[src/lmr_defines.svh]
// Constants of the link method recognition handshake: frame codes,
// command numbers and timing counts.
// Assumes a single 250 MHz clock shared by both ends of the link.
`ifndef LMR_DEFINES_SVH
`define LMR_DEFINES_SVH

// Frame layout and command numbers.
`define LMR_START_CODE 8'h02
`define LMR_FTYPE_HI 8'hff
`define LMR_FTYPE_LO 8'hff
`define LMR_CMD_IFREQ 8'h00
`define LMR_CMD_IFRSP 8'h80
`define LMR_CMD_NOTE 8'h01
`define LMR_CMD_ACCEPT 8'h81
`define LMR_NOTE_OK 8'h00
`define LMR_NOTE_NG 8'h01
`define LMR_RSP_DL 2'd3
`define LMR_MAX_DL 16'h0003
`define LMR_FRAME_HDR 4'd7
`define LMR_NUM_SPEEDS 7

// Timing, each time in milliseconds and its count of clock cycles.
`define LMR_CLK_KHZ 250000
`define LMR_MS_TO_CYC(ms) ((ms) * `LMR_CLK_KHZ)
`define LMR_REPLY_DEADLINE_MS 300
`define LMR_TRANSITION_MS 500
`define LMR_RETRY_INTERVAL_MS 100
`define LMR_LISTEN_MS 1000
`define LMR_REPLY_CYC `LMR_MS_TO_CYC(`LMR_REPLY_DEADLINE_MS)
`define LMR_TRANSITION_CYC `LMR_MS_TO_CYC(`LMR_TRANSITION_MS)
`define LMR_RETRY_CYC `LMR_MS_TO_CYC(`LMR_RETRY_INTERVAL_MS)
`define LMR_LISTEN_CYC `LMR_MS_TO_CYC(`LMR_LISTEN_MS)
`define LMR_TIMER_W 28

`endif

[src/lmr_pkg.sv]
// Types and frame functions shared by both ends of the link.
// Assumes lmr_defines.svh is on the include path.
`include "lmr_defines.svh"

package lmr_pkg;

  typedef enum logic [1:0] {
    LMR_UNREC,
    LMR_UNCONF,
    LMR_CONF,
    LMR_NOCONN
  } lmr_phase_t;

  typedef struct packed {
    logic [3:0] idx;
    logic [7:0] cmd;
    logic [7:0] fn;
    logic [15:0] dl;
    logic [23:0] data;
    logic [7:0] sum;
    logic done;
    logic bad;
  } lmr_rx_t;

  // Byte i of a frame, check code excepted; data is left aligned.
  function automatic logic [7:0] lmr_tx_byte(input logic [7:0] cmd,
      input logic [7:0] fn, input logic [1:0] dl, input logic [23:0] d,
      input logic [3:0] i);
    logic [7:0] b;
    case (i)
      4'd0: b = `LMR_START_CODE;
      4'd1: b = `LMR_FTYPE_HI;
      4'd2: b = `LMR_FTYPE_LO;
      4'd3: b = cmd;
      4'd4: b = fn;
      4'd5: b = 8'h00;
      4'd6: b = {6'h00, dl};
      4'd7: b = d[23:16];
      4'd8: b = d[15:8];
      default: b = d[7:0];
    endcase
    return b;
  endfunction

  // One received byte through the frame parser; data lands right aligned.
  // A wrong start code is skipped; a wrong type or check code ends the frame with bad set.
  function automatic lmr_rx_t lmr_rx_step(input lmr_rx_t s,
      input logic [7:0] b);
    lmr_rx_t n;
    n = s;
    n.done = 1'b0;
    n.bad = 1'b0;
    n.idx = s.idx + 4'd1;
    n.sum = s.sum + b;
    case (s.idx)
      4'd0: begin
        n.sum = 8'h00;
        if (b != `LMR_START_CODE) n.idx = 4'd0;
      end
      4'd1: n.bad = (b != `LMR_FTYPE_HI);
      4'd2: n.bad = (b != `LMR_FTYPE_LO);
      4'd3: n.cmd = b;
      4'd4: n.fn = b;
      4'd5: n.dl[15:8] = b;
      4'd6: begin
        n.dl[7:0] = b;
        n.bad = ({s.dl[15:8], b} > `LMR_MAX_DL);
      end
      default: begin
        if (s.idx == `LMR_FRAME_HDR + s.dl[3:0]) begin
          n.done = (b == s.sum);
          n.bad = (b != s.sum);
        end else begin
          n.data = {s.data[15:0], b};
        end
      end
    endcase
    if (n.done || n.bad) n.idx = 4'd0;
    return n;
  endfunction

  // Next available line speed after cur, wrapping round the list.
  function automatic logic [2:0] lmr_next_speed(input logic [6:0] m,
      input logic [2:0] cur);
    logic [2:0] n;
    int j;
    n = cur;
    for (int k = `LMR_NUM_SPEEDS; k >= 1; k--) begin
      j = (int'(cur) + k) % `LMR_NUM_SPEEDS;
      if (m[j]) n = 3'(j);
    end
    return n;
  endfunction

endpackage

[src/lmr_link_if.sv]
// Byte link between adapter and equipment, one byte per valid cycle.
// Each direction carries its sender's line speed; a receiver takes a
// byte only when that speed equals its own.
`timescale 1ns/1ns

interface lmr_link_if;
  logic a2e_valid;
  logic [7:0] a2e_data;
  logic [2:0] a2e_speed;
  logic e2a_valid;
  logic [7:0] e2a_data;
  logic [2:0] e2a_speed;

  modport adapter (
    output a2e_valid,
    output a2e_data,
    output a2e_speed,
    input e2a_valid,
    input e2a_data,
    input e2a_speed
  );

  modport equipment (
    input a2e_valid,
    input a2e_data,
    input a2e_speed,
    output e2a_valid,
    output e2a_data,
    output e2a_speed
  );
endinterface

[src/lmr_adapter.sv]
// Adapter end of the link method recognition handshake.
// Assumes the equipment end shares the clock and that the user logic
// runs the per-method confirmation procedure on request.
//
// Summary of operation
// - Empty response: start, type, command, number, length, check.
// - Response echoes frame number; length is zero.
// - Stay unrecognised until recognition succeeds.
// - Try one speed, then the next available.
// - Use the recognised method for later traffic.
// - Recover on failure, else return to unrecognised.
// - Wait at least 500 ms before method traffic.
// - Recognition replies sent within 300 ms.
// - Unreadable response: retry after retry interval.
// - Equipment waits for the adapter's request.
// - Negative notification sends equipment back to waiting.
// - Positive notification: equipment accepts, goes unconfirmed.
// - Adapter keeps requesting at intervals while unrecognised.
// - Cycle two or more speeds, interval above retry.
// - Supported method: notify, unconfirmed after acceptance.
// - Unsupported method: notify, connection not possible.
// - No acceptance in 300 ms: request again.
// - Confirm the method, then enter confirmed.
// - Power-on state is a configuration option.
// - Adapter may rerun confirmation after a failure.
`timescale 1ns/1ns

module lmr_adapter
  import lmr_pkg::*;
#(
  parameter logic [6:0] SPEED_MASK = 7'h7f,
  parameter logic [7:0] TYPE_MASK = 8'h03,
  parameter bit START_RECOGNISED = 1'b0,
  parameter logic [2:0] START_SPEED = 3'd2,
  parameter int unsigned RETRY_CYC = `LMR_RETRY_CYC,
  parameter int unsigned REPLY_CYC = `LMR_REPLY_CYC,
  parameter int unsigned TRANS_CYC = `LMR_TRANSITION_CYC,
  parameter int unsigned MAX_RECOVER = 3
) (
  // Clock and reset.
  input wire logic clock,
  input wire logic resetn,
  // Link towards the equipment.
  lmr_link_if.adapter link,
  // Confirmation procedure of the recognised method.
  output logic confirm_start,
  input wire logic confirm_ok,
  input wire logic confirm_fail,
  input wire logic comm_fail,
  // Recognition result.
  output lmr_phase_t phase,
  output logic [2:0] line_speed,
  output logic [7:0] method_type,
  output logic [7:0] method_iface
);

  typedef enum logic [3:0] {
    A_WAIT,
    A_REQ,
    A_RESP,
    A_NOTE,
    A_ACC,
    A_NOCONN,
    A_TRANS,
    A_UNCONF,
    A_CONF
  } lmr_adp_state_t;

  lmr_adp_state_t state_q;
  logic [`LMR_TIMER_W-1:0] timer_q;
  logic [2:0] speed_q;
  logic [7:0] fn_q;
  logic [3:0] rec_q;
  logic ok_q;
  logic [7:0] type_q;
  logic [7:0] iface_q;
  logic confirm_start_q;
  logic tx_go_q;
  logic [7:0] tx_cmd_q;
  logic [1:0] tx_dl_q;
  logic [23:0] tx_data_q;
  logic tx_busy_q;
  logic [3:0] tx_idx_q;
  logic [7:0] tx_sum_q;
  logic a2e_valid_q;
  logic [7:0] a2e_data_q;
  lmr_rx_t rx_q;
  logic tx_last;
  logic tx_done;
  logic [7:0] tx_byte;
  logic method_ok;

  function automatic logic expired(input int unsigned n);
    return timer_q >= `LMR_TIMER_W'(n - 1);
  endfunction

  // Frame transmitter; the check code is the byte sum after the start.
  assign tx_last = (tx_idx_q == `LMR_FRAME_HDR + {2'b00, tx_dl_q});
  assign tx_done = tx_busy_q && tx_last;
  assign tx_byte = tx_last ? tx_sum_q :
      lmr_tx_byte(tx_cmd_q, fn_q, tx_dl_q, tx_data_q, tx_idx_q);

  always_ff @(posedge clock) begin
    if (!resetn) begin
      tx_busy_q <= 1'b0;
      tx_idx_q <= 4'd0;
      tx_sum_q <= 8'h00;
      a2e_valid_q <= 1'b0;
      a2e_data_q <= 8'h00;
    end else begin
      a2e_valid_q <= tx_busy_q;
      a2e_data_q <= tx_byte;
      if (tx_busy_q) begin
        tx_sum_q <= (tx_idx_q == 4'd0) ? 8'h00 : tx_sum_q + tx_byte;
        tx_idx_q <= tx_last ? 4'd0 : tx_idx_q + 4'd1;
        tx_busy_q <= !tx_last;
      end else if (tx_go_q) begin
        tx_busy_q <= 1'b1;
      end
    end
  end

  // Receiver; bytes sent at another speed are lost, as on a real line.
  always_ff @(posedge clock) begin
    if (!resetn) begin
      rx_q <= '0;
    end else if (link.e2a_valid && link.e2a_speed == speed_q) begin
      rx_q <= lmr_rx_step(rx_q, link.e2a_data);
    end else begin
      rx_q.done <= 1'b0;
      rx_q.bad <= 1'b0;
    end
  end

  // The reported speed must be the one now in use to be accepted.
  assign method_ok = ((rx_q.data[23:16] & TYPE_MASK) != 8'h00) &&
      (rx_q.data[15:8] == {5'h00, speed_q}) && SPEED_MASK[speed_q];

  always_ff @(posedge clock) begin
    if (!resetn) begin
      state_q <= START_RECOGNISED ? A_TRANS : A_WAIT;
      timer_q <= '0;
      speed_q <= START_SPEED;
      fn_q <= 8'h00;
      rec_q <= 4'd0;
      ok_q <= 1'b0;
      type_q <= 8'h00;
      iface_q <= 8'h00;
      confirm_start_q <= 1'b0;
      tx_go_q <= 1'b0;
      tx_cmd_q <= 8'h00;
      tx_dl_q <= 2'd0;
      tx_data_q <= 24'h000000;
    end else begin
      timer_q <= timer_q + 1'b1;
      tx_go_q <= 1'b0;
      confirm_start_q <= 1'b0;
      case (state_q)
        A_WAIT: begin
          if (expired(RETRY_CYC)) begin
            state_q <= A_REQ;
            fn_q <= fn_q + 8'h01;
            tx_go_q <= 1'b1;
            tx_cmd_q <= `LMR_CMD_IFREQ;
            tx_dl_q <= 2'd0;
          end
        end
        A_REQ: begin
          if (tx_done) begin
            state_q <= A_RESP;
            timer_q <= '0;
          end
        end
        A_RESP: begin
          if (rx_q.done && rx_q.cmd == `LMR_CMD_IFRSP && rx_q.fn == fn_q)
          begin
            state_q <= A_NOTE;
            type_q <= rx_q.data[23:16];
            iface_q <= rx_q.data[7:0];
            ok_q <= method_ok;
            tx_go_q <= 1'b1;
            tx_cmd_q <= `LMR_CMD_NOTE;
            tx_dl_q <= 2'd1;
            tx_data_q <= {method_ok ? `LMR_NOTE_OK : `LMR_NOTE_NG, 16'h0000};
          end else if (rx_q.bad) begin
            state_q <= A_WAIT;
            timer_q <= '0;
          end else if (expired(REPLY_CYC)) begin
            state_q <= A_WAIT;
            timer_q <= '0;
            speed_q <= lmr_next_speed(SPEED_MASK, speed_q);
          end
        end
        A_NOTE: begin
          if (tx_done) begin
            state_q <= ok_q ? A_ACC : A_NOCONN;
            timer_q <= '0;
          end
        end
        A_ACC: begin
          if (rx_q.done && rx_q.cmd == `LMR_CMD_ACCEPT &&
              rx_q.fn == fn_q && rx_q.dl == 16'h0000) begin
            state_q <= A_TRANS;
            timer_q <= '0;
          end else if (expired(REPLY_CYC)) begin
            state_q <= A_REQ;
            fn_q <= fn_q + 8'h01;
            tx_go_q <= 1'b1;
            tx_cmd_q <= `LMR_CMD_IFREQ;
            tx_dl_q <= 2'd0;
          end
        end
        A_NOCONN: begin
          timer_q <= '0;
        end
        A_TRANS: begin
          if (expired(TRANS_CYC)) begin
            state_q <= A_UNCONF;
            confirm_start_q <= 1'b1;
          end
        end
        A_UNCONF, A_CONF: begin
          if (state_q == A_UNCONF && confirm_ok) begin
            state_q <= A_CONF;
            rec_q <= 4'd0;
          end else if ((state_q == A_UNCONF && confirm_fail) ||
              (state_q == A_CONF && comm_fail)) begin
            timer_q <= '0;
            if (rec_q < 4'(MAX_RECOVER)) begin
              state_q <= A_UNCONF;
              rec_q <= rec_q + 4'd1;
              confirm_start_q <= 1'b1;
            end else begin
              state_q <= A_WAIT;
              rec_q <= 4'd0;
            end
          end
        end
        default: begin
          state_q <= A_WAIT;
        end
      endcase
    end
  end

  always_comb begin
    case (state_q)
      A_NOCONN: phase = LMR_NOCONN;
      A_TRANS, A_UNCONF: phase = LMR_UNCONF;
      A_CONF: phase = LMR_CONF;
      default: phase = LMR_UNREC;
    endcase
  end

  // The method stays latched so that later traffic keeps using it.
  assign method_type = type_q;
  assign method_iface = iface_q;
  assign line_speed = speed_q;
  assign confirm_start = confirm_start_q;
  assign link.a2e_valid = a2e_valid_q;
  assign link.a2e_data = a2e_data_q;
  assign link.a2e_speed = speed_q;

endmodule

[src/flat_wrapper.sv]
// flat-port wrapper written by rule: the top's interface ports become plain ports
module lmr_adapter_flat import lmr_pkg::*;
#(
  parameter logic [6:0] SPEED_MASK = 7'h7f,
  parameter logic [7:0] TYPE_MASK = 8'h03,
  parameter bit START_RECOGNISED = 1'b0,
  parameter logic [2:0] START_SPEED = 3'd2,
  parameter int unsigned RETRY_CYC = `LMR_RETRY_CYC,
  parameter int unsigned REPLY_CYC = `LMR_REPLY_CYC,
  parameter int unsigned TRANS_CYC = `LMR_TRANSITION_CYC,
  parameter int unsigned MAX_RECOVER = 3
)
  (clock, resetn, confirm_start, confirm_ok, confirm_fail, comm_fail, phase, line_speed, method_type, method_iface, link_a2e_valid, link_a2e_data, link_a2e_speed, link_e2a_valid, link_e2a_data, link_e2a_speed);
  lmr_link_if link_i ();
  input wire logic clock;
  input wire logic resetn;
  output logic confirm_start;
  input wire logic confirm_ok;
  input wire logic confirm_fail;
  input wire logic comm_fail;
  output lmr_phase_t phase;
  output logic [2:0] line_speed;
  output logic [7:0] method_type;
  output logic [7:0] method_iface;
  output wire logic [$bits(link_i.a2e_valid)-1:0] link_a2e_valid;
  output wire logic [$bits(link_i.a2e_data)-1:0] link_a2e_data;
  output wire logic [$bits(link_i.a2e_speed)-1:0] link_a2e_speed;
  input wire logic [$bits(link_i.e2a_valid)-1:0] link_e2a_valid;
  input wire logic [$bits(link_i.e2a_data)-1:0] link_e2a_data;
  input wire logic [$bits(link_i.e2a_speed)-1:0] link_e2a_speed;
  assign link_a2e_valid = link_i.a2e_valid;
  assign link_a2e_data = link_i.a2e_data;
  assign link_a2e_speed = link_i.a2e_speed;
  assign link_i.e2a_valid = link_e2a_valid;
  assign link_i.e2a_data = link_e2a_data;
  assign link_i.e2a_speed = link_e2a_speed;
  lmr_adapter #(.SPEED_MASK(SPEED_MASK), .TYPE_MASK(TYPE_MASK), .START_RECOGNISED(START_RECOGNISED), .START_SPEED(START_SPEED), .RETRY_CYC(RETRY_CYC), .REPLY_CYC(REPLY_CYC), .TRANS_CYC(TRANS_CYC), .MAX_RECOVER(MAX_RECOVER)) u_core (.clock(clock), .resetn(resetn), .link(link_i), .confirm_start(confirm_start), .confirm_ok(confirm_ok), .confirm_fail(confirm_fail), .comm_fail(comm_fail), .phase(phase), .line_speed(line_speed), .method_type(method_type), .method_iface(method_iface));
endmodule
[config.mk]
export PLATFORM = sky130hd
export DESIGN_NAME = lmr_adapter_flat
export DESIGN_NICKNAME = d
export VERILOG_FILES = /design/src/lmr_pkg.sv /design/src/lmr_link_if.sv /design/src/lmr_adapter.sv /design/src/flat_wrapper.sv
export VERILOG_INCLUDE_DIRS = /design/src
export SDC_FILE = /design/constraint.sdc
export NUM_CORES = 1
export LEC_CHECK = 0
export BUFFER_PORTS_ARGS = -buffer_cell sky130_fd_sc_hd__clkbuf_2
export CORE_AREA = 5 5 115 198
export CTS_BUF_LIST = sky130_fd_sc_hd__clkbuf_16
export CTS_CLUSTER_DIAMETER = 150
export DETAILED_ROUTE_END_ITERATION = 16
export DIE_AREA = 0 0 120 203
export PLACE_DENSITY = 0.65
export SETUP_SLACK_MARGIN = 0.2
export SYNTH_ARGS = -nofsm -noshare
export SYNTH_HDL_FRONTEND = slang
export SYNTH_SLANG_ARGS = --single-unit
[constraint.sdc]
create_clock -name clock -period 6.7 [get_ports clock]
set_clock_uncertainty 0.1 [all_clocks]
set_input_delay 0.67 -clock clock [delete_from_list [all_inputs] [get_ports clock]]
set_output_delay 0.67 -clock clock [all_outputs]
set_load 0.02 [all_outputs]
==> results.toml, run 1 <==
[outcome]
status = "finished clean"

[timing]
setup_tns_ps = 0
slew_violations = 0
fmax_mhz = 246
rsz0062_at_grt = "no"
period_share = 0.607
worst_slew_pin_slew_ps = 1120
min_period_ps = 4070
slew_headroom = 0.253
hold_violations = 0
report.final.setup_viol = 0

[yosys]
yosys.area_share.simple = 0.262
synth_area_leaders = "dfxtp_1, mux2i_1, nor2b_1"
syn-cell-area_um2 = 8230
yosys_warnings = 0
synth-async-reset-ratio = 0
ys_seq_area_frac = 0.389
muxShareOfSynthArea = 0.0719
synth_top_family_by_area = "simple AND/OR/NAND/NOR gates"
syn_area_per_cell_um2 = 8.73
synth_compound_area_frac = 0.121
syn_inst = 942
synth_edf_count = 0
synth_ff_type = "dfxtp_1"
ys_types = 69
synth_top_area_share = 0.389
yosys.area.top_type = "dfxtp_1"
yosys.area_share.adder = 0.0520
syn-num-nets = 992
ys_ff_latch = 160
synth_xor_area_frac = 0.0649

[grt]
grt_antenna_before_repair = 0
grt_overflow = 0
grt_max_degree = 112
gr-max-usage-layer = "met2"
use_met2 = 0.278
grt_pass1_wl_um = 30900
met1_usage = 0.172
grt_usage = 0.155
grt_pass1_vias = 6414
grt_use_met3 = 0.0343

[cells_and_area]
mostFrequentLayoutCells = "dfxtp_1, nor2_1, nand2_1"
utilization = 0.440
mostFrequentLayoutCell = "dfxtp_1"
nNetsFinal = 1017
n_fill_cell = 2033
drive_gt1_frac = 0.0959
multi_input_area_um2 = 4710
fin_area_um2 = 9220
register_area_um2 = 3200
diodes = 0
layout-area-overhead-vs-synth_pct = 12.0

[floorplan]
die_h_um = 203
rows = 70
initial_core_util = 0.393
die_x_um = 120
fp.coreArea_um2 = 20900
pin_count = 51
dieArea_um2 = 24400

[detailed_routing]
drtPass1Iterations = 5
routed_via_density = 5.31
drt_iter0_drc = 340
dr_total_vias = 6538
postRouteAntennaNets = 0
routed_wl_um = 18300
wl_per_cell_um = 14.8
drcViolationCount = 0

[cts]
clock_sinks = 160
cts_tree = "built"
post_cts_buffers = 0
cts_inserted_buffers = 17
clk_pin_slew_ps = 70
cts_hold_buf = 0
clock_latency_ps = 430
htreeDepth = 4
ctsResizeCount = 0
clockRootBuffer = "clkbuf_16"
cts.path.max_buffers = 2

[power]
power.internal_uw = 1530
clkPwrFrac = 0.495
ir_drop_mv = 0.181
p_total_uw = 1990
p_comb_frac = 0.025
netSwitchingFraction = 0.230
seq_power_share = 0.480
power_density_nw_per_um2 = 216
switchingPower_uw = 457
p_leak_uw = 0.00349

[worst_setup_path]
critPathRequiredTime_ps = 6920
critPathCaptureType = "register"
worstSetupPathType = "reg2reg"
cp_top_family = "compound AO/OA/AOI/OAI gates"
slowest_stage = "o2bb2a_1"
cp.buffers_inverters = 2
start_kind = "register"
cp.arrival_ps = 4290
crit_chain = "nor4b_1 > o2bb2a_1 > inv_1 > or3_1 > o21ai_0 > inv_1 > ha_1 > a21o_1 > a21oi_1 > o21bai_1 > a2111oi_0 > nor3_1 > a221o_1"
cpMostUsedCell = "inv_1"
cp_max_fo = 21
max_stage_delay_ps = 680
r2r_slack_ps = 2630

[placement]
routabilityCongestion = 0.833
place_area_um2 = 8620
place_hpwl_um = 13100
numPortBuffers = 50

[min_path]
hp-class = "reg2reg"

[run]
max-cap-violations = 0
layout make-up:
cell class / count / share of cell area
inverter: 32 / 0.0130
clock buffer: 17 / 0.0462
tap: 252 / 0.0342
timing repair buffer: 52 / 0.0291
sequential: 160 / 0.348
clock inverter: 15 / 0.0189
multi-input combinational: 704 / 0.511
power groups by stage:
stage / logic, uW / registers (uW) / clock network [uW]
6_report: 49.8 / 954 / 984
5_1_grt: 54.2 / 954 / 1050
4_1_cts: 50.2 / 954 / 1010
3_5_place_dp: 50.0 / 976 / 0
3_3_place_gp: 50.0 / 976 / 0
2_1_floorplan: 30.0 / 976 / 0
Yosys cell counts, drive strengths merged (23+ instances only):
master  number
a21boi      31
a21oi       32
clkbuf      33
dfxtp      160
ha          31
inv         31
mux2i       58
nand2       82
nand3       35
nor2        85
nor2b       74
nor3        26
o21ai       23
xnor2       36
xor2        25
per-stage QoR:
| stage | std cells | hold slack (ps) | worst slack, ps |
|---|---|---|---|
| finish | 1232 | 350 | 2630 |
| CTS | 1232 | 352 | 2690 |
| global route | 1232 | 372 | 2220 |
| floorplan | 942 | 330 | 3340 |
| global placement | 1200 | 339 | 2820 |
| detailed placement | 1200 | 343 | 2700 |
worst min-delay path, stage by stage, from the launching register on:
cell      delay [ps]
dfxtp_1          310
nand2_1           50
a21boi_1          50
layer usage:
layer,up-vias,wire (um)
met5,-,0
met4,0,624
met3,38,538
met2,103,9550
met1,3065,7560
li1,3332,-
cells by family (layout without fill, tap and decap cells):
group           after synthesis  after routing
compound gates              144            144
fa+ha+maj                    33             33
xor+xnor                     61             61
flops                       160            160
buf+inv                      78            116
simple gates                407            407
mux                          59             59
sequential cells by signal, indices dropped and copies added (netlist names), 3 cells and up:
name	cells
u_core.rx_q	70
u_core.timer_q	28
u_core.fn_q	8
u_core.link.a2e_data	8
u_core.method_iface	8
u_core.method_type	8
u_core.tx_sum_q	8
u_core.rec_q	4
u_core.state_q	4
u_core.tx_idx_q	4
u_core.line_speed	3
path summary, 6_finish.rpt:
path,start,to,depth (start not counted)
min reg2reg,u_core.method_iface[4]$_SDFFE_PN0P_,u_core.method_iface[4]$_SDFFE_PN0P_,2
max reg2reg,u_core.tx_idx_q[2]$_SDFFE_PN0P_,u_core.tx_sum_q[7]$_SDFFE_PN0P_,13
max,u_core.tx_idx_q[2]$_SDFFE_PN0P_,u_core.tx_sum_q[7]$_SDFFE_PN0P_,13
min,u_core.method_iface[4]$_SDFFE_PN0P_,u_core.method_iface[4]$_SDFFE_PN0P_,2
Note: power is estimated with default switching activity, not from simulation.
==> run 2, diff against run 1 <==
Settings changed: PLACE_DENSITY 0.65 to 0.67.
Clock period 6.7 ns to 3.27 ns, I/O delays scaled along.
==> results.toml, run 2 (synthesis results as in run 1) <==
[outcome]
status = "finished clean"

[worst_setup_path]
critPathRequiredTime_ps = 3490
start_kind = "register"
cp.arrival_ps = 3160
cp_max_fo = 6
worstSetupPathType = "reg2reg"
path_depth = 14
crit_chain = "inv_4 > ha_1 > nor2_1 > nor3_1 > or3_1 > o21ai_2 > inv_1 > ha_1 > a21o_1 > a21oi_2 > o21bai_1 > a2111oi_2 > nor3_2 > a221o_1"
r2r_end = "u_core.tx_sum_q[7]$_SDFFE_PN0P_"
critPathCaptureType = "register"
ff2ff_path_depth = 14
slowest_stage = "dfxtp_4"
crit-reg2reg-launch = "u_core.tx_idx_q[1]$_SDFFE_PN0P_"
r2r_slack_ps = 330
cpMostUsedCell = "ha_1"
max_stage_delay_ps = 410
cp.buffers_inverters = 2
cp_top_family = "compound AO/OA/AOI/OAI gates"

[min_path]
holdPathEnd = "u_core.state_q[3]$_SDFFE_PN0P_"
hold_start = "confirm_ok"
hold_depth = 3
hp-class = "in2reg"

[grt]
grt_antenna_before_repair = 0
grt_pass1_vias = 6565
grt_max_degree = 83
grt_usage = 0.159
grt_pass1_wl_um = 31500
grt_overflow = 0

[placement]
place_hpwl_um = 13600
numPortBuffers = 50
routabilityCongestion = 0.879

[cells_and_area]
largest_reg_flops = 70
drive_gt1_frac = 0.144
layout-area-overhead-vs-synth_pct = 15.9
top_regs = "u_core.rx_q (70), u_core.timer_q (28)"
diodes = 0
top_register = "u_core.rx_q"
nNetsFinal = 1047
mostFrequentLayoutCells = "dfxtp_1, nor2_1, nand2_1"
utilization = 0.456
mostFrequentLayoutCell = "dfxtp_1"

[timing]
setup_tns_ps = 0
period_share = 0.900
report.final.setup_viol = 0
fmax_mhz = 340
slew_violations = 0
min_period_ps = 2940
worst_slew_pin_slew_ps = 720
hold_violations = 0
slew_headroom = 0.520
rsz0062_at_grt = "yes"

[detailed_routing]
routed_via_density = 5.30
drtPass1Iterations = 4
dr_total_vias = 6692
drcViolationCount = 0
drt_iter0_drc = 384
routed_wl_um = 18900
wl_per_cell_um = 15.0
postRouteAntennaNets = 0

[floorplan]
pin_count = 51
fp.coreArea_um2 = 20900
die_x_um = 120
initial_core_util = 0.393
die_h_um = 203
dieArea_um2 = 24400
rows = 70

[cts]
clk_pin_slew_ps = 60
htreeDepth = 4
cts_tree = "built"
cts.path.max_buffers = 2
cts_inserted_buffers = 17
clock_latency_ps = 430
clockRootBuffer = "clkbuf_16"
clock_sinks = 160

[power]
p_leak_uw = 0.00365
p_total_uw = 4000
ir_drop_mv = 0.277
power_density_nw_per_um2 = 420

[run]
max-cap-violations = 0
run 2: cell count changes in the layout (fill, tap and decap cells not counted), sizes merged:
cell / change
buf: +30
run 2: stage by stage:
step	hold WS [ps]	cell area (um^2)	setup slack, ps	instances
final	189	9540	326	1262
after global routing	194	9540	159	1262
after CTS	161	9410	213	1257
after detailed placement	345	8790	106	1220
after global placement	339	8790	148	1220
after floorplan	330	8250	218	942
run 2: worst max path at each step:
| stage | endpoint | slack [ps] | start |
|---|---|---|---|
| after floorplan | u_core.tx_sum_q[7]$_SDFFE_PN0P_ | 220 | u_core.tx_cmd_q[0]$_SDFFE_PN0P_ |
| after global placement | u_core.tx_sum_q[7]$_SDFFE_PN0P_ | 150 | u_core.tx_idx_q[0]$_SDFFE_PN0P_ |
| after detailed placement | u_core.tx_sum_q[7]$_SDFFE_PN0P_ | 110 | u_core.tx_idx_q[0]$_SDFFE_PN0P_ |
| after CTS | u_core.tx_sum_q[7]$_SDFFE_PN0P_ | 210 | u_core.tx_idx_q[0]$_SDFFE_PN0P_ |
| after global routing | u_core.tx_sum_q[7]$_SDFFE_PN0P_ | 160 | u_core.tx_idx_q[1]$_SDFFE_PN0P_ |
| final | u_core.tx_sum_q[7]$_SDFFE_PN0P_ | 330 | u_core.tx_idx_q[1]$_SDFFE_PN0P_ |
run 2: repair_timing:
| item | 4_1_cts | 5_1_grt |
|---|---|---|
| gates resized for setup | 7 | 23 |
| setup buffers | 5 | 5 |
| hold buffers | 0 | 0 |
| pin swaps | 4 | 11 |
| setup endpoints to repair | 1 | 3 |
run 2: routing by layer:
metal / track usage / up-vias / share of wire
met5: 0 / - / 0
met4: 0.0741 / 0 / 0.032
met3: 0.0295 / 45 / 0.023
met2: 0.294 / 83 / 0.54
met1: 0.171 / 3175 / 0.40
li1: - / 3389 / -
run 2: power by group:
| group | switching (uW) | total [uW] | internal (uW) |
|---|---|---|---|
| logic | 64.3 | 104 | 40.0 |
| clock network | 822 | 1940 | 1120 |
| registers | 3.20 | 1950 | 1950 |
| total | 889 | 4000 | 3110 |
run 2: worst reg2reg max path: stages (launching register included):
cell and delay, ps:
dfxtp_4 410, inv_4 60, ha_1 180, nor2_1 100, nor3_1 60, or3_1 370
o21ai_2 80, inv_1 60, ha_1 260, a21o_1 170, a21oi_2 160, o21bai_1 120
a2111oi_2 330, nor3_2 90, a221o_1 290
run 2: final cells by class:
type	instances	area (um^2)
Clock buffer	17	425
Clock inverter	15	145
Fill cell	2040	11400
Inverter	32	125
Multi-Input combinational cell	704	4800
Sequential cell	160	3210
Tap cell	252	315
Timing Repair Buffer	82	505
==> run 3, diff against run 2 <==
Settings changed: MAX_ROUTING_LAYER set to met4.
==> results.toml, run 3 (synthesis results as in run 1) <==
[timing]
slew_violations = 0
period_share = 0.896
hold_violations = 0
worst_slew_pin_slew_ps = 706
rsz0062_at_grt = "yes"
layout_setup_ws_ps = 339
report.final.setup_viol = 0
setup_tns_ps = 0
fmax_mhz = 341
slew_headroom = 0.529
min_period_ps = 2930

[detailed_routing]
drtPass1Iterations = 4
routed_wl_um = 18900
dr_total_vias = 6703
postRouteAntennaNets = 0
drcViolationCount = 0
wl_per_cell_um = 15.0
drt_iter0_drc = 418
routed_via_density = 5.31

[cts]
cts_inserted_buffers = 17
clock_latency_ps = 430
cts.path.max_buffers = 2
htreeDepth = 4
cts_tree = "built"
clockRootBuffer = "clkbuf_16"
clk_pin_slew_ps = 60
clock_sinks = 160

[grt]
grt_usage = 0.163
grt_use_met3 = 0.0273
grt_pass1_vias = 6568
use_met2 = 0.294
gr-max-usage-layer = "met2"
grt_antenna_before_repair = 0
met1_usage = 0.173
grt_overflow = 0
grt_pass1_wl_um = 31500
grt_max_degree = 83

[cells_and_area]
fin_area_um2 = 9530
mostFrequentLayoutCell = "dfxtp_1"
largest_reg_flops = 70
drive_gt1_frac = 0.145
register_area_um2 = 3220
multi_input_area_um2 = 4800
top_register = "u_core.rx_q"
mostFrequentLayoutCells = "dfxtp_1, nor2_1, nand2_1"
top_regs = "u_core.rx_q (70), u_core.timer_q (28)"
nNetsFinal = 1047
diodes = 0
n_fill_cell = 2038
final_cells = 1262
layout-area-overhead-vs-synth_pct = 15.8

[power]
switchingPower_uw = 888
netSwitchingFraction = 0.222
seq_power_share = 0.488
power.internal_uw = 3110
p_leak_uw = 0.00365
power_density_nw_per_um2 = 420
ir_drop_mv = 0.272
p_comb_frac = 0.026
clkPwrFrac = 0.486

[worst_setup_path]
cp_max_fo = 6
critPathRequiredTime_ps = 3490
worstSetupPathType = "reg2reg"
max_stage_delay_ps = 390
start_kind = "register"
crit_chain = "inv_2 > ha_1 > nor2_1 > nor3_1 > or3_1 > o21ai_2 > inv_1 > ha_1 > a21o_1 > a21oi_2 > o21bai_1 > a2111oi_2 > nor3_2 > a221o_1"
cp_top_family = "compound AO/OA/AOI/OAI gates"
crit-reg2reg-launch = "u_core.tx_idx_q[1]$_SDFFE_PN0P_"
critPathCaptureType = "register"
crit_path_start = "u_core.tx_idx_q[1]$_SDFFE_PN0P_"
cpMostUsedCell = "ha_1"
cp.arrival_ps = 3150
slowest_stage = "dfxtp_4"
cp.buffers_inverters = 2

[floorplan]
fp.coreArea_um2 = 20900
rows = 70
die_x_um = 120
dieArea_um2 = 24400
die_h_um = 203
initial_core_util = 0.393
pin_count = 51

[placement]
pre_cts_ws_ps = 106
place_area_um2 = 8790
numPortBuffers = 50
place_hpwl_um = 13600
routabilityCongestion = 0.894
place_inst = 1220

[min_path]
hp-class = "in2reg"
hold_start = "confirm_ok"

[run]
max-cap-violations = 0

[outcome]
status = "finished clean"
==> run 3: final timing paths <==
| check | endpoint | slack [ps] | cells after the start |
|---|---|---|---|
| hold reg to reg | u_core.method_iface[1]$_SDFFE_PN0P_ | 350 | 2 |
| setup / recovery | u_core.tx_sum_q[7]$_SDFFE_PN0P_ | 340 | 14 |
| setup reg to reg | u_core.tx_sum_q[7]$_SDFFE_PN0P_ | 340 | 14 |
| hold / removal | u_core.state_q[3]$_SDFFE_PN0P_ | 200 | 3 |
==> run 3: per-layer routing <==
layer  vias up  wire length, um
met1      3182             7660
met2        93            10300
met5         -                0
li1       3386                -
met3        42              405
met4         0              556
==> run 3: area by class of cell <==
class                   count  share of cell area
clock buffers              17              0.0447
flip-flops and latches    160               0.338
well taps                 252              0.0331
clock inverters            15              0.0152
repair buffers             82              0.0531
multi-input cells         704               0.504
inverters                  32              0.0126
==> run 3: worst min-delay path: stages <==
cell and delay [ps]:
clkbuf_2 110, nand2_1 130, a21boi_0 100
==> run 3: power groups by stage <==
stage	combinational (uW)	sequential [uW]	clock, uW
final	104	1950	1940
after global routing	115	1950	2080
after CTS	106	1950	1990
after detailed placement	106	2000	0
after global placement	105	2000	0
after floorplan	61.5	2000	0
==> run 3: what timing repair did <==
action	4_1_cts	5_1_grt
setup buffers	5	5
pin swaps	4	10
gates resized for setup	7	22
hold buffers	0	0
endpoints found under the setup margin	1	3
==> run 3: through the flow <==
step                power (uW)  utilization  hold WS (ps)
finish                    4000        0.455           199
global route              4140        0.455           196
CTS                       4050        0.449           161
detailed placement        2110        0.420           345
global placement          2100        0.420           339
floorplan                 2060            -           330
